==> config.mk <==
export PLATFORM = sky130hd
export DESIGN_NAME = dosc_ctrl
export DESIGN_NICKNAME = d
export VERILOG_FILES = /design/src/dosc_pkg.sv /design/src/dosc_ctrl.sv /design/src/dosc_sync.sv
export SDC_FILE = /design/constraint.sdc
export NUM_CORES = 1
export LEC_CHECK = 0
export BUFFER_PORTS_ARGS = -buffer_cell sky130_fd_sc_hd__buf_2
export CORE_AREA = 2 2 115 117
export DETAILED_ROUTE_END_ITERATION = 10
export DIE_AREA = 0 0 117 119
export PLACE_DENSITY = 0.69
export SLEW_MARGIN = 20
export SYNTH_ARGS = -nofsm -noshare
export SYNTH_HDL_FRONTEND = slang
export SYNTH_SLANG_ARGS = --single-unit
export TNS_END_PERCENT = 5
==> constraint.sdc <==
create_clock -name pclk -period 2.6 [get_ports pclk]
set_input_delay 0.26 -clock pclk [delete_from_list [all_inputs] [get_ports pclk]]
set_output_delay 0.26 -clock pclk [all_outputs]
set_load 0.02 [all_outputs]
==> src/dosc_pkg.sv <==
/*
 * shared constants and carrier types for the dac output state control block:
 * register offsets, field positions, reset values and the output-state bundle.
 * assumes a 32-bit apb slave with byte addresses and one register per word.
 */
package dosc_pkg;

    // code width of the dac register
    localparam int DAC_W = 20;

    // register byte offsets
    localparam logic [7:0] ADDR_PEND = 8'h00;
    localparam logic [7:0] ADDR_CTRL = 8'h04;
    localparam logic [7:0] ADDR_CLRCODE = 8'h08;
    localparam logic [7:0] ADDR_SWCTL = 8'h0c;
    localparam logic [7:0] ADDR_DAC = 8'h10;
    localparam logic [7:0] ADDR_STAT = 8'h14;

    // control register field positions
    localparam int CTRL_FB = 0;
    localparam int CTRL_FLOAT = 1;
    localparam int CTRL_CLAMP = 2;
    localparam int CTRL_FMT = 3;

    // software action bit positions
    localparam int SW_LOAD = 0;
    localparam int SW_CLEAR = 1;
    localparam int SW_RESET = 2;

    // dac and pending reset to the most negative twos complement code, i.e. the negative reference; clear code resets to zero
    localparam logic [DAC_W-1:0] DAC_RST = 20'h80000;
    localparam logic [DAC_W-1:0] PEND_RST = 20'h80000;
    localparam logic [DAC_W-1:0] CLRCODE_RST = 20'h00000;

    // control fields as they sit in the control register
    typedef struct packed {
        logic fmt_offset_bin;   // code_format_select
        logic gnd_clamp;        // out_ground_clamp
        logic dac_float;        // dac_float_ctl
        logic fb_sel;           // feedback_res_select
    } dosc_ctrl_type;

    // power-on control: floated and clamped, twos complement, gain of two
    localparam dosc_ctrl_type CTRL_RST = '{
        fmt_offset_bin: 1'b0,
        gnd_clamp: 1'b1,
        dac_float: 1'b1,
        fb_sel: 1'b0
    };

    // decoded analog state, as it sits in the status register
    typedef struct packed {
        logic fb_parallel;  // feedback resistors in parallel
        logic ref_connect;  // reference inputs connected
        logic clamped;      // output tied to analog_ground via ~6 kohm
        logic floated;      // output in tristate
        logic normal;       // output follows the code
    } dosc_ostate_type;

endpackage : dosc_pkg

==> src/dosc_ctrl.sv <==
/*
 * dac output state control: apb register file, load and clear actions,
 * software reset, output-state decode and feedback resistor select.
 * assumes an apb master on pclk and asynchronous active-low pins
 * load_output_n and clear_to_code_n from the board.
 */
// Functional notes
// - clear loads clear code, format applied
// - reset action restores power-on state
// - load ignored while clear pin low
// - power-on resets every register to default
// - power-on: float bit set, refs off, clamped
// - clamp persists until control register changed
// - normal mode starts at negative reference
// - decode float and clamp into output state
// - select one: resistors paralleled, unity gain
// - select zero: matched resistors, gain two
// - clamp overrules float bit
// - format zero twos complement, one offset
// - load moves pending value to dac
// - clear ignored while load pin low
module dosc_ctrl #(
    parameter int ADDR_W = 8
) (
    input wire logic pclk,
    input wire logic presetn,
    input wire logic ce,
    input wire logic psel,
    input wire logic penable,
    input wire logic pwrite,
    input wire logic [ADDR_W-1:0] paddr,
    input wire logic [31:0] pwdata,
    output logic [31:0] prdata,
    output logic pready,
    output logic pslverr,
    input wire logic load_output_n,
    input wire logic clear_to_code_n,
    output logic [dosc_pkg::DAC_W-1:0] dac_code,
    output dosc_pkg::dosc_ostate_type out_state
);

    localparam int DW = dosc_pkg::DAC_W;

    typedef struct packed {
        logic [DW-1:0] pend;
        logic [DW-1:0] clr_code;
        logic [DW-1:0] dac;
        logic [DW-1:0] code;
        dosc_pkg::dosc_ctrl_type ctrl;
        dosc_pkg::dosc_ostate_type ost;
        logic [31:0] prdata;
        logic rd_ok;
        logic ld_prev;
        logic clr_prev;
    } dosc_state_type;

    dosc_state_type s_r;
    dosc_state_type s_nxt;

    logic [1:0] pins_q;
    logic ld_pin;
    logic clr_pin;
    logic wr;
    logic sw_load;
    logic sw_clear;
    logic sw_reset;
    logic load_ev;
    logic clear_ev;
    logic mapped;

    if (ADDR_W < 5 || ADDR_W > 32)
    begin : g_chk
        $error("dosc_ctrl: address width must be 5 to 32");
    end

    // full word address match
    function automatic logic hit(input logic [ADDR_W-1:0] a,
                                 input logic [7:0] off);
        hit = (a == ADDR_W'(off));
    endfunction : hit

    // dac register to output code under the selected format
    function automatic logic [DW-1:0] to_code(input logic [DW-1:0] v,
                                              input logic offset_bin);
        to_code = offset_bin ? v : {~v[DW-1], v[DW-2:0]};
    endfunction : to_code

    // decode of the control bits into the analog state
    function automatic dosc_pkg::dosc_ostate_type decode(
        input dosc_pkg::dosc_ctrl_type c);
        decode.clamped = c.gnd_clamp;
        decode.floated = c.dac_float & ~c.gnd_clamp;
        decode.normal = ~c.dac_float & ~c.gnd_clamp;
        decode.ref_connect = ~c.dac_float & ~c.gnd_clamp;
        decode.fb_parallel = c.fb_sel;
    endfunction : decode

    // pins come from outside the clock domain
    dosc_sync #(
        .W(2)
    ) u_sync (
        .pclk(pclk),
        .presetn(presetn),
        .ce(ce),
        .d({load_output_n, clear_to_code_n}),
        .q(pins_q)
    );

    assign ld_pin = pins_q[1];
    assign clr_pin = pins_q[0];

    // apb handshake: one wait-free access once the read data is staged
    assign pready = psel & penable & s_r.rd_ok & ce;
    assign mapped = hit(paddr, dosc_pkg::ADDR_PEND)
        | hit(paddr, dosc_pkg::ADDR_CTRL)
        | hit(paddr, dosc_pkg::ADDR_CLRCODE)
        | hit(paddr, dosc_pkg::ADDR_SWCTL)
        | hit(paddr, dosc_pkg::ADDR_DAC)
        | hit(paddr, dosc_pkg::ADDR_STAT);
    assign pslverr = pready & ~mapped;
    assign wr = pready & pwrite & mapped;

    // action bits exist only in the write cycle, never stored
    assign sw_load = wr & hit(paddr, dosc_pkg::ADDR_SWCTL)
        & pwdata[dosc_pkg::SW_LOAD];
    assign sw_clear = wr & hit(paddr, dosc_pkg::ADDR_SWCTL)
        & pwdata[dosc_pkg::SW_CLEAR];
    assign sw_reset = wr & hit(paddr, dosc_pkg::ADDR_SWCTL)
        & pwdata[dosc_pkg::SW_RESET];

    // pin falling edge and action bit share the interlocks
    assign load_ev = (sw_load | (s_r.ld_prev & ~ld_pin)) & clr_pin;
    assign clear_ev = (sw_clear | (s_r.clr_prev & ~clr_pin)) & ld_pin;

    // next state
    always_comb
    begin
        s_nxt = s_r;
        s_nxt.ld_prev = ld_pin;
        s_nxt.clr_prev = clr_pin;
        if (wr && hit(paddr, dosc_pkg::ADDR_PEND))
        begin
            s_nxt.pend = pwdata[DW-1:0];
        end
        if (wr && hit(paddr, dosc_pkg::ADDR_CTRL))
        begin
            s_nxt.ctrl = pwdata[dosc_pkg::CTRL_FMT:dosc_pkg::CTRL_FB];
        end
        if (wr && hit(paddr, dosc_pkg::ADDR_CLRCODE))
        begin
            s_nxt.clr_code = pwdata[DW-1:0];
        end
        if (load_ev)
        begin
            s_nxt.dac = s_r.pend;
        end
        if (clear_ev)
        begin
            s_nxt.dac = s_r.clr_code;
        end
        if (sw_reset)
        begin
            s_nxt.pend = dosc_pkg::PEND_RST;
            s_nxt.clr_code = dosc_pkg::CLRCODE_RST;
            s_nxt.dac = dosc_pkg::DAC_RST;
            s_nxt.ctrl = dosc_pkg::CTRL_RST;
        end
        s_nxt.code = to_code(s_nxt.dac, s_nxt.ctrl.fmt_offset_bin);
        s_nxt.ost = decode(s_nxt.ctrl);
        s_nxt.rd_ok = psel & ~pready;
        if (psel && !pready)
        begin
            s_nxt.prdata = '0;
            case (1'b1)
                hit(paddr, dosc_pkg::ADDR_PEND):
                    s_nxt.prdata[DW-1:0] = s_r.pend;
                hit(paddr, dosc_pkg::ADDR_CTRL):
                    s_nxt.prdata[dosc_pkg::CTRL_FMT:dosc_pkg::CTRL_FB] = s_r.ctrl;
                hit(paddr, dosc_pkg::ADDR_CLRCODE):
                    s_nxt.prdata[DW-1:0] = s_r.clr_code;
                hit(paddr, dosc_pkg::ADDR_DAC):
                    s_nxt.prdata[DW-1:0] = s_r.dac;
                hit(paddr, dosc_pkg::ADDR_STAT):
                    s_nxt.prdata[$bits(dosc_pkg::dosc_ostate_type)-1:0] = s_r.ost;
                default:
                    s_nxt.prdata = '0;
            endcase
        end
    end

    // power-on state; all state frozen while ce is low
    always_ff @(posedge pclk or negedge presetn)
    begin
        if (!presetn)
        begin
            s_r.pend <= dosc_pkg::PEND_RST;
            s_r.clr_code <= dosc_pkg::CLRCODE_RST;
            s_r.dac <= dosc_pkg::DAC_RST;
            s_r.code <= '0;
            s_r.ctrl <= dosc_pkg::CTRL_RST;
            s_r.ost <= '{fb_parallel: 1'b0, ref_connect: 1'b0,
                         clamped: 1'b1, floated: 1'b0, normal: 1'b0};
            s_r.prdata <= '0;
            s_r.rd_ok <= 1'b0;
            s_r.ld_prev <= 1'b1;
            s_r.clr_prev <= 1'b1;
        end
        else if (ce)
        begin
            s_r <= s_nxt;
        end
    end

    // outputs straight from flip-flops
    assign prdata = s_r.prdata;
    assign dac_code = s_r.code;
    assign out_state = s_r.ost;

    // control register write strobe for checks
    logic ctrl_wr;
    assign ctrl_wr = wr & hit(paddr, dosc_pkg::ADDR_CTRL);

    property p_clear_code;
        @(posedge pclk) disable iff (!presetn)
        sw_clear && ld_pin && !sw_reset |=> s_r.dac == $past(s_r.clr_code);
    endproperty
    a_clear_code: assert property (p_clear_code)
        else $error("clear action did not load clear code");

    property p_soft_reset;
        @(posedge pclk) disable iff (!presetn)
        sw_reset |=> s_r.ctrl == dosc_pkg::CTRL_RST
            && s_r.dac == dosc_pkg::DAC_RST ##1 out_state.clamped;
    endproperty
    a_soft_reset: assert property (p_soft_reset)
        else $error("reset action did not restore power-on state");

    property p_load_blocked;
        @(posedge pclk) disable iff (!presetn)
        ce && !clr_pin && !clear_ev && !sw_reset |=> $stable(s_r.dac);
    endproperty
    a_load_blocked: assert property (p_load_blocked)
        else $error("load acted while clear pin low");

    property p_clamp_hold;
        @(posedge pclk) disable iff (!presetn)
        $fell(out_state.clamped) |-> $past(ctrl_wr, 2) || $past(ctrl_wr);
    endproperty
    a_clamp_hold: assert property (p_clamp_hold)
        else $error("clamp released without control write");

    property p_state_decode;
        @(posedge pclk) disable iff (!presetn)
        out_state.clamped == s_r.ctrl.gnd_clamp
            && out_state.floated == (s_r.ctrl.dac_float && !s_r.ctrl.gnd_clamp)
            && out_state.normal == !(s_r.ctrl.dac_float || s_r.ctrl.gnd_clamp);
    endproperty
    a_state_decode: assert property (p_state_decode)
        else $error("output state does not match control bits");

    property p_clamp_wins;
        @(posedge pclk) disable iff (!presetn)
        s_r.ctrl.gnd_clamp |-> !out_state.floated && !out_state.ref_connect;
    endproperty
    a_clamp_wins: assert property (p_clamp_wins)
        else $error("clamp did not overrule float");

    property p_format;
        @(posedge pclk) disable iff (!presetn)
        dac_code == (s_r.ctrl.fmt_offset_bin ? s_r.dac
            : {~s_r.dac[DW-1], s_r.dac[DW-2:0]});
    endproperty
    a_format: assert property (p_format)
        else $error("output code ignores format select");

    property p_load;
        @(posedge pclk) disable iff (!presetn)
        sw_load && clr_pin && !clear_ev && !sw_reset
            |=> s_r.dac == $past(s_r.pend);
    endproperty
    a_load: assert property (p_load)
        else $error("load action did not move pending value");

    property p_clear_blocked;
        @(posedge pclk) disable iff (!presetn)
        ce && sw_clear && !ld_pin && !load_ev && !sw_reset
            |=> $stable(s_r.dac);
    endproperty
    a_clear_blocked: assert property (p_clear_blocked)
        else $error("clear acted while load pin low");

    property p_fb_sel;
        @(posedge pclk) disable iff (!presetn)
        ctrl_wr && !sw_reset |=> out_state.fb_parallel
            == $past(pwdata[dosc_pkg::CTRL_FB]);
    endproperty
    a_fb_sel: assert property (p_fb_sel)
        else $error("feedback select not applied");

endmodule : dosc_ctrl

==> src/dosc_sync.sv <==
/*
 * two flip-flop synchroniser for the external active-low pins.
 * assumes pins idle high; reset state is therefore all ones.
 */
module dosc_sync #(
    parameter int W = 2
) (
    input wire logic pclk,
    input wire logic presetn,
    input wire logic ce,
    input wire logic [W-1:0] d,
    output logic [W-1:0] q
);

    typedef struct packed {
        logic [W-1:0] meta;
        logic [W-1:0] sync;
    } dosc_sync_st_type;

    dosc_sync_st_type s_r;
    dosc_sync_st_type s_nxt;

    if (W < 1)
    begin : g_chk
        $error("dosc_sync: width must be at least one");
    end

    // meta stage feeds only the second stage
    always_comb
    begin
        s_nxt = s_r;
        s_nxt.meta = d;
        s_nxt.sync = s_r.meta;
    end

    // frozen while ce is low
    always_ff @(posedge pclk or negedge presetn)
    begin
        if (!presetn)
            s_r <= '1;
        else if (ce)
            s_r <= s_nxt;
    end

    assign q = s_r.sync;

endmodule : dosc_sync

# Word level (Yosys, flattened, before mapping)
# Index checks and enable logic that the tools add are counted.
dict set report classes {
  eq_ne 5
  mux 22
  bitwise 31
  n_reduce_logical 13
}
# op n
set ops {}
lappend ops {{20-bit 2-to-1 mux} 5}
lappend ops {{15-bit 2-to-1 mux} 4}
lappend ops {{60-bit 2-to-1 mux} 1}
lappend ops {{4-bit 2-to-1 mux} 7}
lappend ops {{1-bit AND} 17}
lappend ops {{8-bit by 4-bit == test with 1-bit output, second input constant} 2}
lappend ops {{8-bit by 5-bit == test with 1-bit output, second input constant} 2}
lappend ops {{8-bit by 3-bit == test with 1-bit output, second input constant} 1}
lappend ops {{8-bit zero test} 1}
lappend ops {{2-bit AND reduction} 4}
lappend ops {{1-bit NOT} 7}
lappend ops {{1-bit OR} 7}
lappend ops {{2-bit nonzero test} 3}
lappend ops {{1-bit 2-to-1 mux} 5}
lappend ops {{1-bit logical AND} 4}
lappend ops {{1-bit zero test} 1}
dict set report totals {
  ff_bits 113
  in_bits 48
  output_inout_bits 59
  elab_cells 87
}

# Longest topological paths before layout
# Gate-level depths: netlist of the first run.
dict set report logic_depth {
  word_depth 16
  ltp_mapped 10
  depth_no_buf 8
}

# Cells and area by module
# Synthesis of the first run repeated with hierarchy kept, for this count alone.
dict set report unflattened {
  cells_unflattened 488
  area_unflattened_um2 4868.4
}
# module n_inst cells_per_inst area_each_um2 seq_area_each_um2
set modules_own_cells {}
lappend modules_own_cells {dosc_ctrl 1 480 4718.3 2259.7}
lappend modules_own_cells {dosc_sync 1 8 150.1 105.1}

# Worst setup path after synthesis of the first run
# No wires, ideal clock.
dict set report synth_timing {
  kind {reg-to-reg}
  from {register u_sync.s_r (netlist bit u_sync.q[0])}
  to {register s_r (netlist bit dac_code[19])}
  setup_time_ps 69
  arrival_time_ps 1886
  required_time_ps 2531
  path_slack_ps 646
  stages_incl_launch_ff 7
  path_buffers 0
  period_less_slack_ps 1954
  path_cell_list {dfstp_2 nand4_1 nor4b_1 a32oi_4 mux2i_1 or4_1 nand3_1}
}
dict set report synth_between {
  elab_chain_len 8
  elab_cells_between_ends 10
  cone_classes {mux: 4; bitwise: 6}
}
# element line
set synth_rtl {}
lappend synth_rtl {{start: declaration} dosc_sync.sv:20} ;# dosc_sync_st_type s_r;
lappend synth_rtl {{start signal: assignment} dosc_sync.sv:42} ;# s_r <= s_nxt;
lappend synth_rtl {{1-bit NOT} dosc_ctrl.sv:133} ;# assign clear_ev = (sw_clear | (s_r.clr_prev & ~clr_pin)) & ld_pin;
lappend synth_rtl {{1-bit AND} dosc_ctrl.sv:133}
lappend synth_rtl {{1-bit OR} dosc_ctrl.sv:133}
lappend synth_rtl {{1-bit AND} dosc_ctrl.sv:133}
lappend synth_rtl {{20-bit 2-to-1 mux *} dosc_ctrl.sv:157} ;# if (clear_ev)
lappend synth_rtl {{60-bit 2-to-1 mux *} dosc_ctrl.sv:161} ;# if (sw_reset)
lappend synth_rtl {{1-bit NOT} dosc_ctrl.sv:85} ;# to_code = offset_bin ? v : {~v[DW-1], v[DW-2:0]};
lappend synth_rtl {{20-bit 2-to-1 mux *} dosc_ctrl.sv:85}
lappend synth_rtl {{end signal: assignment} dosc_ctrl.sv:210} ;# s_r <= s_nxt;
lappend synth_rtl {{end: declaration} dosc_ctrl.sv:57} ;# dosc_state_type s_r;
# Every way passes the cells marked *; elsewhere a longest branch is shown, timed or not.
# A chain may end at the register's enable or synchronous reset.

# Final worst setup path of the first run
# Ends and elaborated chain as after synthesis.

==> run metrics, run 1 <==
Die Span X 117 um; pre-CTS setup slack 403 ps; Slew headroom 43.9%; Die ar. 13,900 um2; Tmin final 2130 ps; dpl hpwl 8380 um; Initial Util 38.5%; max-cap violations 0; Power Density 605 nW/um2; gp weighted congestion 0.847; CP Max Fanout 5; DIE HEIGHT 119 um; Via density 5.48; global-route wire length before repair 20,100 um; placed insts 682; # H-tree levels 3; Fin. Hold Viols 0; Post-synth EDFFs 0; Seq. cell area 2360 um2; WL/cell 17.7 um; Tot GR Track Use 18.6%; Synth-to-Final Area Change 10.7%; CP required 2870 ps; CTS sink count 94; Post-synth top flop dfrtp_1; Worst-Skew Late Latency 350 ps; CP endpoint kind flop; CTS buffer count 9; Total Power 3.32 mW; CTS root buffer clkbuf_16; post-route clock period utilization 81.9%; Detailed Route Iter0 Violations 346; core area 12,900 um2; Worst-Margin Slew 839 ps; fmax 0.470 GHz; WL final 12,400 um; Slew Viols, Final 0; critical path, cell by cell nand4_1 > nor4b_1 > a32oi_4 > mux2i_1 > or4_1 > nand3_1; Peak VDD IR 0.000267 V; Worst Path Buf+Inv 0; Yosys warning total 0; layout cell share with drive strength beyond 1 29.3%; Max clock buf depth 2; CP max stage delay 590 ps; grt ovf 0; non-filler instance count after layout 699; crit start category flop; number of library cell types mapped by synthesis 47; Layout fillers 1,234; status finished clean; Worst Hold Slack 156 ps; initial antenna violation count 0; Routed Antenna Nets 0; Seq cells post-synth 94; crit-path leading delay family simple AND/OR/NAND/NOR gates; vias in the first global route 3,816; WS Path Type reg -> reg; setup ws final 471 ps; Final Skew 12.5 ps; # port buffers 82; slowest CP cell dfstp_2; # nets final 566; area of the multi-input gates 2030 um2; # diodes 0; syn avg cell area 10.2 um2; setup TNS 0 ps; largest net degree at the start of global routing 43; DRT Pass-1 Iters 8; CP arrival 2400 ps; worst min-delay path class in -> reg; Final setup viols 0; Post-CTS Resized 0; Pleak 2.47 nW; setup bufs post-CTS 0; clock slew at reported path FFs 60 ps; RSZ-0062 raised after global routing false; DRC viols 0; Post-synth ARST share 100%; row count 42; hold_buf cts 1; Cell Area, Synth 4960 um2; via count 3,829; Ports 107; Mapped Cells 485; TritonCTS clock tree done; Seq/Total Area, Yosys 47.7%
logic make-up (layout without fill, tap and decap cells):
family	after synthesis	in the layout	share of synthesized area, %
DFF	94	94	47.7
buffers and inverters	96	123	12.6
and+or+nand+nor	133	133	13.2
AOI/OAI and AO/OA	120	120	18.0
muxes	41	41	8.45
other	1	12	0.0756
worst paths after layout:
path                                       from         endpoint  slack, ps  cells after the start
worst max-delay path                u_sync.q[0]     dac_code[19]        470                      6
worst min-delay path            clear_to_code_n  u_sync.s_nxt[0]        160                      2
worst max register to register      u_sync.q[0]     dac_code[19]        470                      6
worst min register to register  u_sync.s_nxt[1]      u_sync.q[1]        510                      2
max in group asynchronous               presetn  u_sync.s_nxt[1]       1480                      3
min in group asynchronous               presetn     out_state[1]        370                      2
metal layers:
layer  vias to the layer above  wire, um  global-route usage (%)
met5                         -         0                       0
met2                       175      5880                    29.4
met4                         0       247                    7.21
met3                        21       977                    3.82
met1                      1890      5250                    25.0
li1                       1743         -                       -
stage by stage:
step	utilization, %	area, um2
finish	42.7	5490
CTS	42.7	5490
floorplan	-	5000
detailed placement	40.4	5200
global placement	40.3	5190
global route	42.7	5490
registers in the layout, summed over array words and instances (netlist names):
register,count
prdata,20
out_state,4
u_sync.s_nxt,2
u_sync.q,2
s_r,65
dac_code,1
placed cells by master (no fill, tap or decap), drive strengths merged, types with 2 or more instances in the layout:
cell type	Yosys	routed
a21oi	51	51
a222oi	15	15
a22oi	9	9
a31oi	2	2
buf	75	100
clkbuf	15	10
clkinvlp	0	2
conb	1	12
dfrtp	84	84
dfstp	10	10
inv	6	9
mux2	7	7
mux2i	34	34
nand2	36	36
nand2b	3	3
nand3	25	25
nand4	5	5
nor2	46	46
nor2b	5	5
nor3	3	3
nor4b	3	3
o21ai	14	14
o2bb2ai	19	19
o31ai	2	2
where the power goes:
| part | switching, mW | internal [mW] | leakage (nW) |
|---|---|---|---|
| clock network | 0.595 | 0.664 | 0.132 |
| logic | 0.308 | 0.155 | 1.11 |
| registers | 0.0487 | 1.55 | 1.23 |
Yosys cell counts (3+ instances only):
cell       number  share of area (%)
a222oi_1       15                3.0
buf_4          60                9.1
nor2_1         46                3.5
nand4_1         4               0.50
buf_2           9               0.91
nand2_1        35                2.6
a21oi_1        51                5.1
a22oi_1         9                1.4
inv_1           5               0.38
nor4b_1         3               0.53
buf_6           4               0.91
o2bb2ai_1       9                1.6
nand3_1        25                2.5
nand2b_1        3               0.38
nor2b_1         5               0.63
dfstp_2        10                5.3
mux2i_1        34                6.9
o2bb2ai_2      10                3.0
clkbuf_1       15                1.1
dfrtp_1        84                 42
mux2_2          7                1.6
o21ai_0        12                1.2
final cells by class:
type / count / share of cell area, %
clock buffer: 10 / 4.17
clock inverter: 6 / 0.957
inverter: 6 / 0.410
multi-input combinational: 306 / 37.0
sequential: 94 / 43.0
tap: 176 / 4.01
timing repair buffer: 101 / 10.4
Note: power is estimated with default switching activity, not from simulation.
==> run 2: changes to the inputs <==
--- a/config.mk
+++ b/config.mk
@@ -9,7 +9,7 @@
 export CORE_AREA = 2 2 115 117
 export DETAILED_ROUTE_END_ITERATION = 10
 export DIE_AREA = 0 0 117 119
-export PLACE_DENSITY = 0.69
+export PLACE_DENSITY = 0.71
 export SLEW_MARGIN = 20
 export SYNTH_ARGS = -nofsm -noshare
 export SYNTH_HDL_FRONTEND = slang
==> constraint.sdc (replaced) <==
create_clock -name pclk -period 1.8 [get_ports pclk]
set_input_delay 0.18 -clock pclk [delete_from_list [all_inputs] [get_ports pclk]]
set_output_delay 0.18 -clock pclk [all_outputs]
set_load 0.02 [all_outputs]
==> run 2 against run 1 <==
Compared with the run above: the flow now finishes with violations (negative setup slack); first-iteration DRC count shrank 19%; register-to-register slack lost 550 ps; combinational power is 67% higher; core utilization grew 3.4 points; critical path depth stayed put; non-clock buffer count rose by 38; flip-flop and latch count is the same; worst hold slack worse by 83 ps; largest cell class unchanged.
==> run metrics, run 2 (synthesis gave the netlist of run 1 again) <==
worst min-delay path class in -> reg (unchanged); Worst Hold Slack 73.4 ps (was 156 ps); setup TNS -167 ps (was 0 ps); WS Path Type reg -> reg (unchanged); fmax 0.533 GHz (was 0.470 GHz); Slew Viols, Final 0 (unchanged); core area 12,900 um2 (unchanged); crit start category flop (unchanged); DRC viols 0 (unchanged); Power Density 822 nW/um2 (was 605 nW/um2); Tot GR Track Use 18.8% (was 18.6%); status finished with violations (was finished clean); Routed Antenna Nets 0 (unchanged); via count 3,924 (was 3,829); Synth-to-Final Area Change 19.4% (was 10.7%); Die ar. 13,900 um2 (unchanged); CP arrival 2150 ps (was 2400 ps); CTS root buffer clkbuf_16 (unchanged); DRT Pass-1 Iters 5 (was 8); Slew headroom 52.4% (was 43.9%); Via density 5.32 (was 5.48); WL/cell 17.2 um (was 17.7 um); # port buffers 82 (unchanged); largest net degree at the start of global routing 39 (was 43); Final Skew 11.0 ps (was 12.5 ps); vias in the first global route 3,967 (was 3,816); Die Span X 117 um (unchanged); Tmin final 1880 ps (was 2130 ps); RSZ-0062 raised after global routing true (was false); Final setup viols 11 (was 0); CP max stage delay 550 ps (was 590 ps); # H-tree levels 3 (unchanged); global-route wire length before repair 20,300 um (was 20,100 um); Max clock buf depth 2 (unchanged); most common cell after layout, fill and taps aside dfrtp_1 (unchanged); max-cap violations 0 (unchanged); TritonCTS clock tree done (unchanged); Worst-Margin Slew 712 ps (was 839 ps); # diodes 0 (unchanged); CP required 2080 ps (was 2870 ps); Initial Util 38.5% (unchanged); max FFs per register 65 (unchanged); Worst-Skew Late Latency 350 ps (about the same); CP Max Fanout 3 (was 5); Fin. Hold Viols 0 (unchanged); failing checks negative setup slack; CTS sink count 94 (unchanged); row count 42 (unchanged); most frequent cells in the layout dfrtp_1 (84), buf_2 (81), a21oi_1 (46) (was dfrtp_1 (84), buf_2 (81), a21oi_1 (50)); WL final 12,700 um (was 12,400 um); slowest CP cell dfstp_2 (unchanged); initial antenna violation count 0 (unchanged); grt ovf 0 (unchanged); # nets final 604 (was 566); dpl hpwl 9230 um (was 8380 um); post-route clock period utilization 104% (was 81.9%); CTS buffer count 9 (unchanged); Pleak 2.70 nW (was 2.47 nW); critical path, cell by cell nand4_1 > nor4b_4 > a32oi_4 > mux2i_1 > or4_1 > nand3_1 (was nand4_1 > nor4b_1 > a32oi_4 > mux2i_1 > or4_1 > nand3_1); Ports 107 (unchanged); setup ws final -77.7 ps (was 471 ps); Detailed Route Iter0 Violations 280 (was 346); DIE HEIGHT 119 um (unchanged); largest reg by FF count s_r (unchanged); layout cell share with drive strength beyond 1 36.2% (was 29.3%); CP endpoint kind flop (unchanged); clock slew at reported path FFs 60 ps (about the same); gp weighted congestion 0.868 (was 0.847); Peak VDD IR 0.000428 V (was 0.000267 V)
[run 2: worst max-delay path: cells and delay by family (launching register included)]
kind	cells	cell delay, ps
flip-flops	1	550
AND/OR/NAND/NOR	4	990
AO/OA/AOI/OAI	1	110
multiplexers	1	160
[run 2: worst paths after layout]
path	from	endpoint	slack, ps	cells past startpoint
max in group asynchronous	presetn	s_r[0]	840	3
max reg2reg	u_sync.q[0]	dac_code[19]	-80	6
max	u_sync.q[0]	dac_code[19]	-80	6
min in group asynchronous	presetn	s_r[88]	340	2
min reg2reg	out_state[1]	out_state[1]	510	2
min	clear_to_code_n	u_sync.s_nxt[0]	70	2
[run 2: stage by stage]
stage               power (mW)  util [%]  cell area (um2)  setup slack (ps)  cells
floorplan                 2.88         -             5010             -33.9    496
finish                    4.87      46.0             5930             -77.7    737
global placement          3.07      42.9             5520              -179    716
global route              5.06      46.0             5930              -221    737
CTS                       4.88      45.1             5810             -98.4    733
detailed placement        3.09      42.9             5520              -160    716
[run 2: per-layer routing]
layer / global-route usage, % / up-vias / wire length, um / share of wire (%)
li1: - / 1825 / - / -
met1: 24.9 / 1925 / 5270 / 42
met2: 30.7 / 149 / 6260 / 49
met3: 2.85 / 25 / 877 / 6.9
met4: 7.87 / 0 / 277 / 2.2
met5: 0 / - / 0 / 0
[run 2: timing repair]
action,in CTS,in global routing
hold endpoints to repair,25,0
gates resized for setup,1,23
cloned,0,1
setup buffers,0,3
pin swaps,0,2
setup endpoints to repair,20,64
hold buffers,1,0
[run 2: area by class of cell]
cell class	instances	area, um2
Clock buffer	10	229
Clock inverter	6	45.0
Fill cell	1187	6950
Inverter	6	22.5
Multi-Input combinational cell	306	2100
Sequential cell	94	2360
Tap cell	176	220
Timing Repair Buffer	139	945
[run 2: power breakdown]
part	internal (mW)	switching, mW
registers	2.24	0.0694
clock network	0.950	0.841
logic	0.297	0.474
total	3.49	1.38
